File: config.mk
export PLATFORM = sky130hd
export DESIGN_NAME = hrp_readback
export DESIGN_NICKNAME = d
export VERILOG_FILES = /design/src/verilog/hrp_pkg.sv /design/src/verilog/hrp_readback.sv
export SDC_FILE = /design/constraint.sdc
export NUM_CORES = 1
export LEC_CHECK = 0
export BUFFER_PORTS_ARGS = -buffer_cell sky130_fd_sc_hd__buf_2
export CORE_ASPECT_RATIO = 1.25
export CORE_MARGIN = 2
export CORE_UTILIZATION = 45
export DETAILED_ROUTE_END_ITERATION = 10
export PLACE_DENSITY = 0.89
export SLEW_MARGIN = 20
export SYNTH_ARGS = -nofsm -noshare
export SYNTH_HDL_FRONTEND = slang
export SYNTH_SLANG_ARGS = --single-unit
File: constraint.sdc
create_clock -name clk -period 2.1 [get_ports clk]
set_input_delay 0.42 -clock clk [delete_from_list [all_inputs] [get_ports clk]]
set_output_delay 0.42 -clock clk [all_outputs]
set_load 0.05 [all_outputs]
File: src/verilog/hrp_pkg.sv
package hrp_pkg;

   // ***********************************
   // host port locations
   // ***********************************
   localparam logic [2:0] ADDR_DEST = 3'h4;
   localparam logic [2:0] ADDR_READ_SEL = 3'h5;
   localparam logic [2:0] ADDR_STATUS = 3'h7;
   localparam logic [7:0] GAIN_CAPTURE_DEST = 8'h0a;

   // ***********************************
   // read codes
   // ***********************************
   localparam logic [2:0] CODE_IQ = 3'h0;
   localparam logic [2:0] CODE_MAG_PHASE = 3'h1;
   localparam logic [2:0] CODE_FREQ = 3'h2;
   localparam logic [2:0] CODE_LEVEL = 3'h4;
   localparam logic [2:0] CODE_GAIN_TE = 3'h5;

   // ***********************************
   // byte addresses within a source
   // ***********************************
   localparam logic [2:0] BYTE_A_LO = 3'h0;
   localparam logic [2:0] BYTE_A_HI = 3'h1;
   localparam logic [2:0] BYTE_B_LO = 3'h2;
   localparam logic [2:0] BYTE_B_HI = 3'h3;

   // ***********************************
   // status byte layout
   // ***********************************
   localparam int STAT_DEPTH_LSB = 4;
   localparam int STAT_EMPTY = 3;
   localparam int STAT_FULL = 2;
   localparam int STAT_THRESH_N = 1;
   localparam int STAT_LEVEL_DONE = 0;

   // ***********************************
   // reset values and unused byte
   // ***********************************
   localparam logic [2:0] RST_READ_CODE = 3'h0;
   localparam logic [14:0] RST_GAIN = 15'h0000;
   localparam logic [7:0] RST_BYTE = 8'h00;
   localparam logic [7:0] UNUSED_BYTE = 8'h00;

   typedef enum logic [1:0] {
      HRP_IDLE = 2'b00,
      HRP_DRIVE = 2'b01
   } hrp_state_e;

   // data sources on the sample clock
   typedef struct packed {
      logic [15:0] i_sample;
      logic [15:0] q_sample;
      logic [15:0] magnitude;
      logic [15:0] phase;
      logic [15:0] freq;
      logic [23:0] level;
      logic [10:0] gain_mantissa;
      logic [3:0] gain_shift;
      logic [15:0] timing_error;
   } hrp_src_s;

   // buffer and detector flags
   typedef struct packed {
      logic [2:0] fifo_depth;
      logic buf_empty;
      logic buf_full;
      logic buffer_threshold_flag_n;
      logic level_detect_done;
   } hrp_flags_s;

   // host pin group
   typedef struct packed {
      logic [2:0] addr;
      logic [7:0] data;
      logic wr_n;
      logic rd_n;
   } hrp_pins_s;

endpackage

File: src/verilog/hrp_readback.sv
`timescale 1ns/1ps

module hrp_readback
   import hrp_pkg::*;
(
   input wire logic clk,
   input wire logic rst,
   input wire hrp_pins_s pins,
   input wire hrp_src_s src,
   input wire hrp_flags_s flags,
   input wire logic sample_valid,
   output logic [7:0] data_out,
   output logic data_oe_n,
   output logic buf_pop,
   output logic sample_wr_en
);

   // ***********************************
   // state
   // ***********************************
   typedef struct packed {
      hrp_pins_s s1;
      hrp_pins_s s2;
      logic wr_s3;
      logic rd_s3;
      logic [2:0] read_code;
      logic [14:0] gain_hold;
      logic [7:0] data_out;
      logic pop;
      hrp_state_e fsm;
   } hrp_st_s;

   localparam hrp_st_s RST_ST = '{
      s1: '{addr: 3'h0, data: 8'h00, wr_n: 1'b1, rd_n: 1'b1},
      s2: '{addr: 3'h0, data: 8'h00, wr_n: 1'b1, rd_n: 1'b1},
      wr_s3: 1'b1,
      rd_s3: 1'b1,
      read_code: RST_READ_CODE,
      gain_hold: RST_GAIN,
      data_out: RST_BYTE,
      pop: 1'b0,
      fsm: HRP_IDLE
   };

   hrp_st_s st;
   hrp_st_s next_st;
   logic wr_rise;
   logic rd_fall;
   logic rd_rise;
   logic [6:0] status_bits;
   logic [7:0] sel_byte;
   logic last_byte;

   // ***********************************
   // strobe edges and status
   // ***********************************
   assign wr_rise = st.s2.wr_n && !st.wr_s3;
   assign rd_fall = !st.s2.rd_n && st.rd_s3;
   assign rd_rise = st.s2.rd_n && !st.rd_s3;

   assign status_bits = {flags.fifo_depth,
                         flags.buf_empty,
                         flags.buf_full,
                         flags.buffer_threshold_flag_n,
                         flags.level_detect_done};

   // ***********************************
   // byte select
   // ***********************************
   always_comb begin
      sel_byte = UNUSED_BYTE;
      last_byte = 1'b0;
      if (st.s2.addr == ADDR_STATUS) begin
         sel_byte = {1'b0, status_bits};
      end else begin
         case (st.read_code)
            CODE_IQ: begin
               case (st.s2.addr)
                  BYTE_A_LO: sel_byte = src.i_sample[7:0];
                  BYTE_A_HI: sel_byte = src.i_sample[15:8];
                  BYTE_B_LO: sel_byte = src.q_sample[7:0];
                  BYTE_B_HI: begin
                     sel_byte = src.q_sample[15:8];
                     last_byte = 1'b1;
                  end
                  default: sel_byte = UNUSED_BYTE;
               endcase
            end
            CODE_MAG_PHASE: begin
               case (st.s2.addr)
                  BYTE_A_LO: sel_byte = src.magnitude[7:0];
                  BYTE_A_HI: sel_byte = src.magnitude[15:8];
                  BYTE_B_LO: sel_byte = src.phase[7:0];
                  BYTE_B_HI: begin
                     sel_byte = src.phase[15:8];
                     last_byte = 1'b1;
                  end
                  default: sel_byte = UNUSED_BYTE;
               endcase
            end
            CODE_FREQ: begin
               case (st.s2.addr)
                  BYTE_A_LO: sel_byte = src.freq[7:0];
                  BYTE_A_HI: begin
                     sel_byte = src.freq[15:8];
                     last_byte = 1'b1;
                  end
                  default: sel_byte = UNUSED_BYTE;
               endcase
            end
            CODE_LEVEL: begin
               case (st.s2.addr)
                  BYTE_A_LO: sel_byte = src.level[7:0];
                  BYTE_A_HI: sel_byte = src.level[15:8];
                  BYTE_B_LO: sel_byte = src.level[23:16];
                  default: sel_byte = UNUSED_BYTE;
               endcase
            end
            CODE_GAIN_TE: begin
               case (st.s2.addr)
                  BYTE_A_LO: sel_byte = st.gain_hold[7:0];
                  BYTE_A_HI: sel_byte = {1'b0, st.gain_hold[14:8]};
                  BYTE_B_LO: sel_byte = src.timing_error[7:0];
                  BYTE_B_HI: sel_byte = src.timing_error[15:8];
                  default: sel_byte = UNUSED_BYTE;
               endcase
            end
            default: sel_byte = UNUSED_BYTE;
         endcase
      end
   end

   // ***********************************
   // next state
   // ***********************************
   always_comb begin
      next_st = st;
      next_st.s1 = pins;
      next_st.s2 = st.s1;
      next_st.wr_s3 = st.s2.wr_n;
      next_st.rd_s3 = st.s2.rd_n;
      next_st.pop = 1'b0;
      if (wr_rise) begin
         if (st.s2.addr == ADDR_READ_SEL) begin
            next_st.read_code = st.s2.data[2:0];
         end
         if (st.s2.addr == ADDR_DEST && st.s2.data == GAIN_CAPTURE_DEST) begin
            next_st.gain_hold = {src.gain_shift, src.gain_mantissa};
         end
      end
      case (st.fsm)
         HRP_IDLE: begin
            if (rd_fall) begin
               next_st.data_out = sel_byte;
               next_st.fsm = HRP_DRIVE;
               next_st.pop = last_byte && !flags.buf_empty;
            end
         end
         HRP_DRIVE: begin
            if (rd_rise || st.s2.rd_n) begin
               next_st.fsm = HRP_IDLE;
            end
         end
         default: next_st.fsm = HRP_IDLE;
      endcase
   end

   always_ff @(posedge clk) begin
      if (rst) begin
         st <= RST_ST;
      end else begin
         st <= next_st;
      end
   end

   // ***********************************
   // outputs
   // ***********************************
   assign data_out = st.data_out;
   assign data_oe_n = (st.fsm != HRP_DRIVE);
   assign buf_pop = st.pop;
   assign sample_wr_en = sample_valid && !flags.buf_full;

   // ***********************************
   // checks
   // ***********************************
   property p_read_code_latch;
      @(posedge clk) disable iff (rst)
         (wr_rise && st.s2.addr == ADDR_READ_SEL) |=> (st.read_code == $past(st.s2.data[2:0]));
   endproperty
   a_read_code_latch: assert property (p_read_code_latch) else $error("read code not latched");

   property p_drive_on_fall;
      @(posedge clk) disable iff (rst)
         (rd_fall && st.fsm == HRP_IDLE) |=> (!data_oe_n && data_out == $past(sel_byte));
   endproperty
   a_drive_on_fall: assert property (p_drive_on_fall) else $error("byte not driven after read fall");

   property p_status_fast;
      @(posedge clk) disable iff (rst)
         (rd_fall && st.fsm == HRP_IDLE && st.s2.addr == ADDR_STATUS) |=> (data_out == {1'b0, $past(status_bits)});
   endproperty
   a_status_fast: assert property (p_status_fast) else $error("status byte wrong");

   property p_level_bytes;
      @(posedge clk) disable iff (rst)
         (rd_fall && st.fsm == HRP_IDLE && st.read_code == CODE_LEVEL && st.s2.addr == BYTE_B_LO)
         |=> (data_out == $past(src.level[23:16]));
   endproperty
   a_level_bytes: assert property (p_level_bytes) else $error("level top byte wrong");

   property p_gain_hold;
      @(posedge clk) disable iff (rst)
         !(wr_rise && st.s2.addr == ADDR_DEST) |=> $stable(st.gain_hold);
   endproperty
   a_gain_hold: assert property (p_gain_hold) else $error("gain changed without capture");

   property p_te_direct;
      @(posedge clk) disable iff (rst)
         (rd_fall && st.fsm == HRP_IDLE && st.read_code == CODE_GAIN_TE && st.s2.addr == BYTE_B_HI)
         |=> (data_out == $past(src.timing_error[15:8]));
   endproperty
   a_te_direct: assert property (p_te_direct) else $error("timing error byte wrong");

   property p_no_pop_empty;
      @(posedge clk) disable iff (rst)
         buf_pop |-> $past(!flags.buf_empty);
   endproperty
   a_no_pop_empty: assert property (p_no_pop_empty) else $error("pop while empty");

   property p_no_write_full;
      @(posedge clk) disable iff (rst)
         flags.buf_full |-> !sample_wr_en;
   endproperty
   a_no_write_full: assert property (p_no_write_full) else $error("write while full");

   property p_unused_zero;
      @(posedge clk) disable iff (rst)
         (rd_fall && st.fsm == HRP_IDLE && st.read_code == 3'h3 && st.s2.addr != ADDR_STATUS)
         |=> (data_out == UNUSED_BYTE);
   endproperty
   a_unused_zero: assert property (p_unused_zero) else $error("unused code not zero");

   property p_release;
      @(posedge clk) disable iff (rst)
         (st.s2.rd_n && st.rd_s3) |-> data_oe_n;
   endproperty
   a_release: assert property (p_release) else $error("bus driven with read high");

   property p_read_code_hold;
      @(posedge clk) disable iff (rst)
         !(wr_rise && st.s2.addr == ADDR_READ_SEL) |=> $stable(st.read_code);
   endproperty
   a_read_code_hold: assert property (p_read_code_hold) else $error("read code changed without select write");

   property p_gain_capture;
      @(posedge clk) disable iff (rst)
         (wr_rise && st.s2.addr == ADDR_DEST && st.s2.data == GAIN_CAPTURE_DEST)
         |=> (st.gain_hold == $past({src.gain_shift, src.gain_mantissa}));
   endproperty
   a_gain_capture: assert property (p_gain_capture) else $error("gain not captured on location write");

   property p_iq_bytes;
      @(posedge clk) disable iff (rst)
         (rd_fall && st.fsm == HRP_IDLE && st.read_code == CODE_IQ && st.s2.addr == BYTE_B_LO)
         |=> (data_out == $past(src.q_sample[7:0]));
   endproperty
   a_iq_bytes: assert property (p_iq_bytes) else $error("q low byte wrong");

   property p_mag_bytes;
      @(posedge clk) disable iff (rst)
         (rd_fall && st.fsm == HRP_IDLE && st.read_code == CODE_MAG_PHASE && st.s2.addr == BYTE_A_HI)
         |=> (data_out == $past(src.magnitude[15:8]));
   endproperty
   a_mag_bytes: assert property (p_mag_bytes) else $error("magnitude high byte wrong");

   property p_freq_bytes;
      @(posedge clk) disable iff (rst)
         (rd_fall && st.fsm == HRP_IDLE && st.read_code == CODE_FREQ && st.s2.addr == BYTE_A_LO)
         |=> (data_out == $past(src.freq[7:0]));
   endproperty
   a_freq_bytes: assert property (p_freq_bytes) else $error("frequency low byte wrong");

   property p_level_low;
      @(posedge clk) disable iff (rst)
         (rd_fall && st.fsm == HRP_IDLE && st.read_code == CODE_LEVEL && st.s2.addr == BYTE_A_LO)
         |=> (data_out == $past(src.level[7:0]));
   endproperty
   a_level_low: assert property (p_level_low) else $error("level low byte wrong");

   property p_gain_low;
      @(posedge clk) disable iff (rst)
         (rd_fall && st.fsm == HRP_IDLE && st.read_code == CODE_GAIN_TE && st.s2.addr == BYTE_A_LO)
         |=> (data_out == $past(st.gain_hold[7:0]));
   endproperty
   a_gain_low: assert property (p_gain_low) else $error("gain low byte wrong");

   property p_gain_high;
      @(posedge clk) disable iff (rst)
         (rd_fall && st.fsm == HRP_IDLE && st.read_code == CODE_GAIN_TE && st.s2.addr == BYTE_A_HI)
         |=> (data_out == {1'b0, $past(st.gain_hold[14:8])});
   endproperty
   a_gain_high: assert property (p_gain_high) else $error("gain high byte wrong");

   property p_pop_last;
      @(posedge clk) disable iff (rst)
         (rd_fall && st.fsm == HRP_IDLE && st.read_code == CODE_IQ && st.s2.addr == BYTE_B_HI && !flags.buf_empty)
         |=> buf_pop;
   endproperty
   a_pop_last: assert property (p_pop_last) else $error("no pop after last byte of set");

   property p_pop_pulse;
      @(posedge clk) disable iff (rst)
         buf_pop |=> !buf_pop;
   endproperty
   a_pop_pulse: assert property (p_pop_pulse) else $error("pop longer than one cycle");

   property p_release_rise;
      @(posedge clk) disable iff (rst)
         rd_rise |=> data_oe_n;
   endproperty
   a_release_rise: assert property (p_release_rise) else $error("bus not released after read rise");

   property p_oe_hold;
      @(posedge clk) disable iff (rst)
         (!data_oe_n && !st.s2.rd_n) |=> (!data_oe_n && $stable(data_out));
   endproperty
   a_oe_hold: assert property (p_oe_hold) else $error("byte not held while read low");

   property p_write_room;
      @(posedge clk) disable iff (rst)
         (sample_valid && !flags.buf_full) |-> sample_wr_en;
   endproperty
   a_write_room: assert property (p_write_room) else $error("sample dropped with room in buffer");

endmodule

==> results_dict.tcl <==
set metrics [dict create \
    syn_to_final_growth_pct 28.61 \
    ys_top_cells_by_area "dfxtp_1 (36%), mux4_2 (15%), mux2i_1 (10%), nor2b_1 (4.6%), nor2_1 (4.1%)" \
    layout_common_cells "buf_2 (168), dfxtp_1 (54), nor2_1 (34), mux2i_1 (32), nor2b_1 (23)" \
    crit-reg2reg-capture "data_out[5]" \
    rows 34 \
    antenna_found_initial 0 \
    grt_start_max_net_pins 44 \
    endpoint_kind "flip-flop" \
    endpoint "data_out[5]" \
    yosysSeqAreaShare_pct 35.70 \
    rsz0062_at_grt "false" \
    worst_slew_pin_slew_ns 0.4783 \
    critPathKind "flip-flop to flip-flop" \
    vias_per_cell 5.495 \
    wl_per_cell_um 16.79 \
    worstPathRequired_ns 2.33 \
    grt_overflow 0 \
    critPathMaxStageDelay_ns 0.52 \
    final_nets 602 \
    hpwlAfterDp_um 7284 \
    synth_top_family_by_area "multiplexers" \
    met1_usage_pct 30.36 \
    peakVddDrop_v 0.0004780 \
    synthesis.nets 449 \
    grt_pass1_wl_um 14080 \
    core_mm2 0.006849 \
    r2r-start "st[27]" \
    busiest_layer "met2" \
    ys_ff_latch 56 \
    start_kind "flip-flop" \
    cts_resized 0 \
    dpl_cell_area_mm2 0.003920 \
    stdcell_area_mm2 0.004039 \
    tns_ns 0 \
    drt_wl_total_um 8983 \
    n_antenna_cell 0 \
    max_clock_freq_mhz 518.1 \
    drt_first_pass_iters 5 \
    die_w_um 78.72 \
    syn-mean-instance-area_um2 10.79 \
    maxCapViolCount 0 \
    final_util_pct 58.97 \
    clk_latency_ns 0.32 \
    drc 0 \
    die_y_um 97.40 \
    reg2reg_slack_ns 0.17 \
    cp-startpoint "st[27]" \
    yosysWarnings 0 \
    hold_viol 0 \
    netlist.area_leader.share_pct 35.70 \
    synthAdderAreaFrac_pct 0 \
    synth_cell_types 43 \
    rr_worst_depth 4 \
    root_buffer "clkbuf_8" \
    grt_pass1_vias 2820 \
    cts_setup_buffers 0 \
    clock_path_buffers 2 \
    crit_chain "or3b_1 -> o311ai_1 -> a21oi_1 -> a311oi_1" \
    layout_commonest_cell "buf_2" \
    yosysTopAreaCell "dfxtp_1" \
    port_buffers 168 \
    vias 2940 \
    cts_tree "done" \
    drive_gt1_share_pct 48.99 \
    cts-buffers-inserted 5 \
    cts.sink_count 56 \
    netlist_instances 291 \
    htree_levels 2 \
    yosys.area_share.simple_pct 18.29 \
    cts_hold_buf 0 \
    die_area_mm2 0.007667 \
    io_pins 169 \
    grt_util_all_layers_pct 23.68 \
    ant_nets 0 \
    relSlewSlack_pct 68.11 \
    arrival_ns 2.16 \
    min_from "pins[0]" \
    use_met3_pct 5.762 \
    hold_class "input port to flip-flop" \
    crit_path_max_fanout 9 \
    setup_viol 0 \
    syn_area_mm2 0.003141 \
    p_per_area_mw_per_mm2 556.9 \
    finalCritPeriodShare_pct 91.91 \
    period_minus_slack_ns 1.930 \
    use_met2_pct 38.86 \
    initialDrtViolationCount 201 \
    place_congestion 0.9893 \
    skew_ns 0.01016 \
    slew_viol_final 0 \
    clkTransAtPathRegs_ns 0.11 \
    leakagePower_uw 0.001829 \
    outcome "finished, final reports clean" \
    synthMuxAreaShare_pct 26.93 \
    synthXorXnorAreaFrac_pct 0 \
    initial_core_util_pct 45.85 \
    slowest_stage "or3b_1" \
    synth-compound-area-share_pct 10.16 \
]
-- critical path: cells and delay by family, from the launching register on --
family,cells,cell delay (ns)
compound gates,3,0.87
flops,1,0.45
simple gates,1,0.52
-- metrics by stage --
step                cells  setup slack (ns)  power, µW  hold WS (ns)
finish                535            0.1699       2249        0.2785
global route          535            0.1123       2327        0.2767
CTS                   535            0.1719       2263        0.2688
detailed placement    527            0.2055       1539        0.3891
global placement      527            0.3519       1531        0.3865
floorplan             291            0.5037       1361        0.3832
-- worst min path at each step --
stage / to / slack (ns) / cells after the start
after floorplan: next_st[29] / 0.38 / 1
after global placement: next_st[29] / 0.39 / 1
after detailed placement: next_st[29] / 0.39 / 1
after CTS: next_st[31] / 0.27 / 2
after global routing: next_st[32] / 0.28 / 2
final: next_st[31] / 0.28 / 2
-- cells by family (layout without fill, tap and decap cells) --
| logic type | count (synthesis) | after routing |
|---|---|---|
| flops | 56 | 56 |
| compound gates | 46 | 46 |
| buf+inv | 33 | 187 |
| simple gates | 101 | 101 |
| mux | 55 | 55 |
-- cells in the mapped netlist (all sizes together) --
| cell | instances |
|---|---|
| nor4 | 1 |
| nand3 | 5 |
| nand2 | 5 |
| o21ai | 8 |
| nand2b | 1 |
| a21oi | 13 |
| mux2i | 32 |
| nor3 | 1 |
| and2b | 1 |
| and2 | 7 |
| dfxtp | 56 |
| mux4 | 23 |
| a311oi | 8 |
| and4bb | 1 |
| o311ai | 7 |
| clkbuf | 8 |
| nor3b | 2 |
| o31ai | 1 |
| inv | 1 |
| dlymetal6s2s | 1 |
| nor2b | 23 |
| or2 | 7 |
| or3b | 1 |
| and3 | 2 |
| nor4b | 2 |
| o2bb2ai | 1 |
| nor2 | 34 |
| nand4 | 8 |
| buf | 23 |
| a22oi | 8 |
-- state kept, by name (all words and copies together) (netlist names) --
| register | count |
|---|---|
| data_out | 8 |
| st | 32 |
| buf_pop | 1 |
| next_st | 15 |
-- cell type report --
class,instances,area (µm²)
Clock buffer,5,68.82
Clock inverter,3,50.05
Fill cell,608,2810
Inverter,1,3.754
Multi-Input combinational cell,202,1739
Sequential cell,56,1124
Tap cell,90,112.6
Timing Repair Buffer,178,940.9
-- report_power, final --
group	switching, µW	internal (µW)
Sequential	17.2	1090
Combinational	187	216
Clock	366	368
-- metal layers --
layer	up-vias	wire length [µm]	share of wire, %
li1	1378	-	-
met1	1352	3512	39
met2	190	4298	48
met3	20	937	10
met4	0	235	2.6
met5	-	0	0
(Power assumes the default switching activity.)
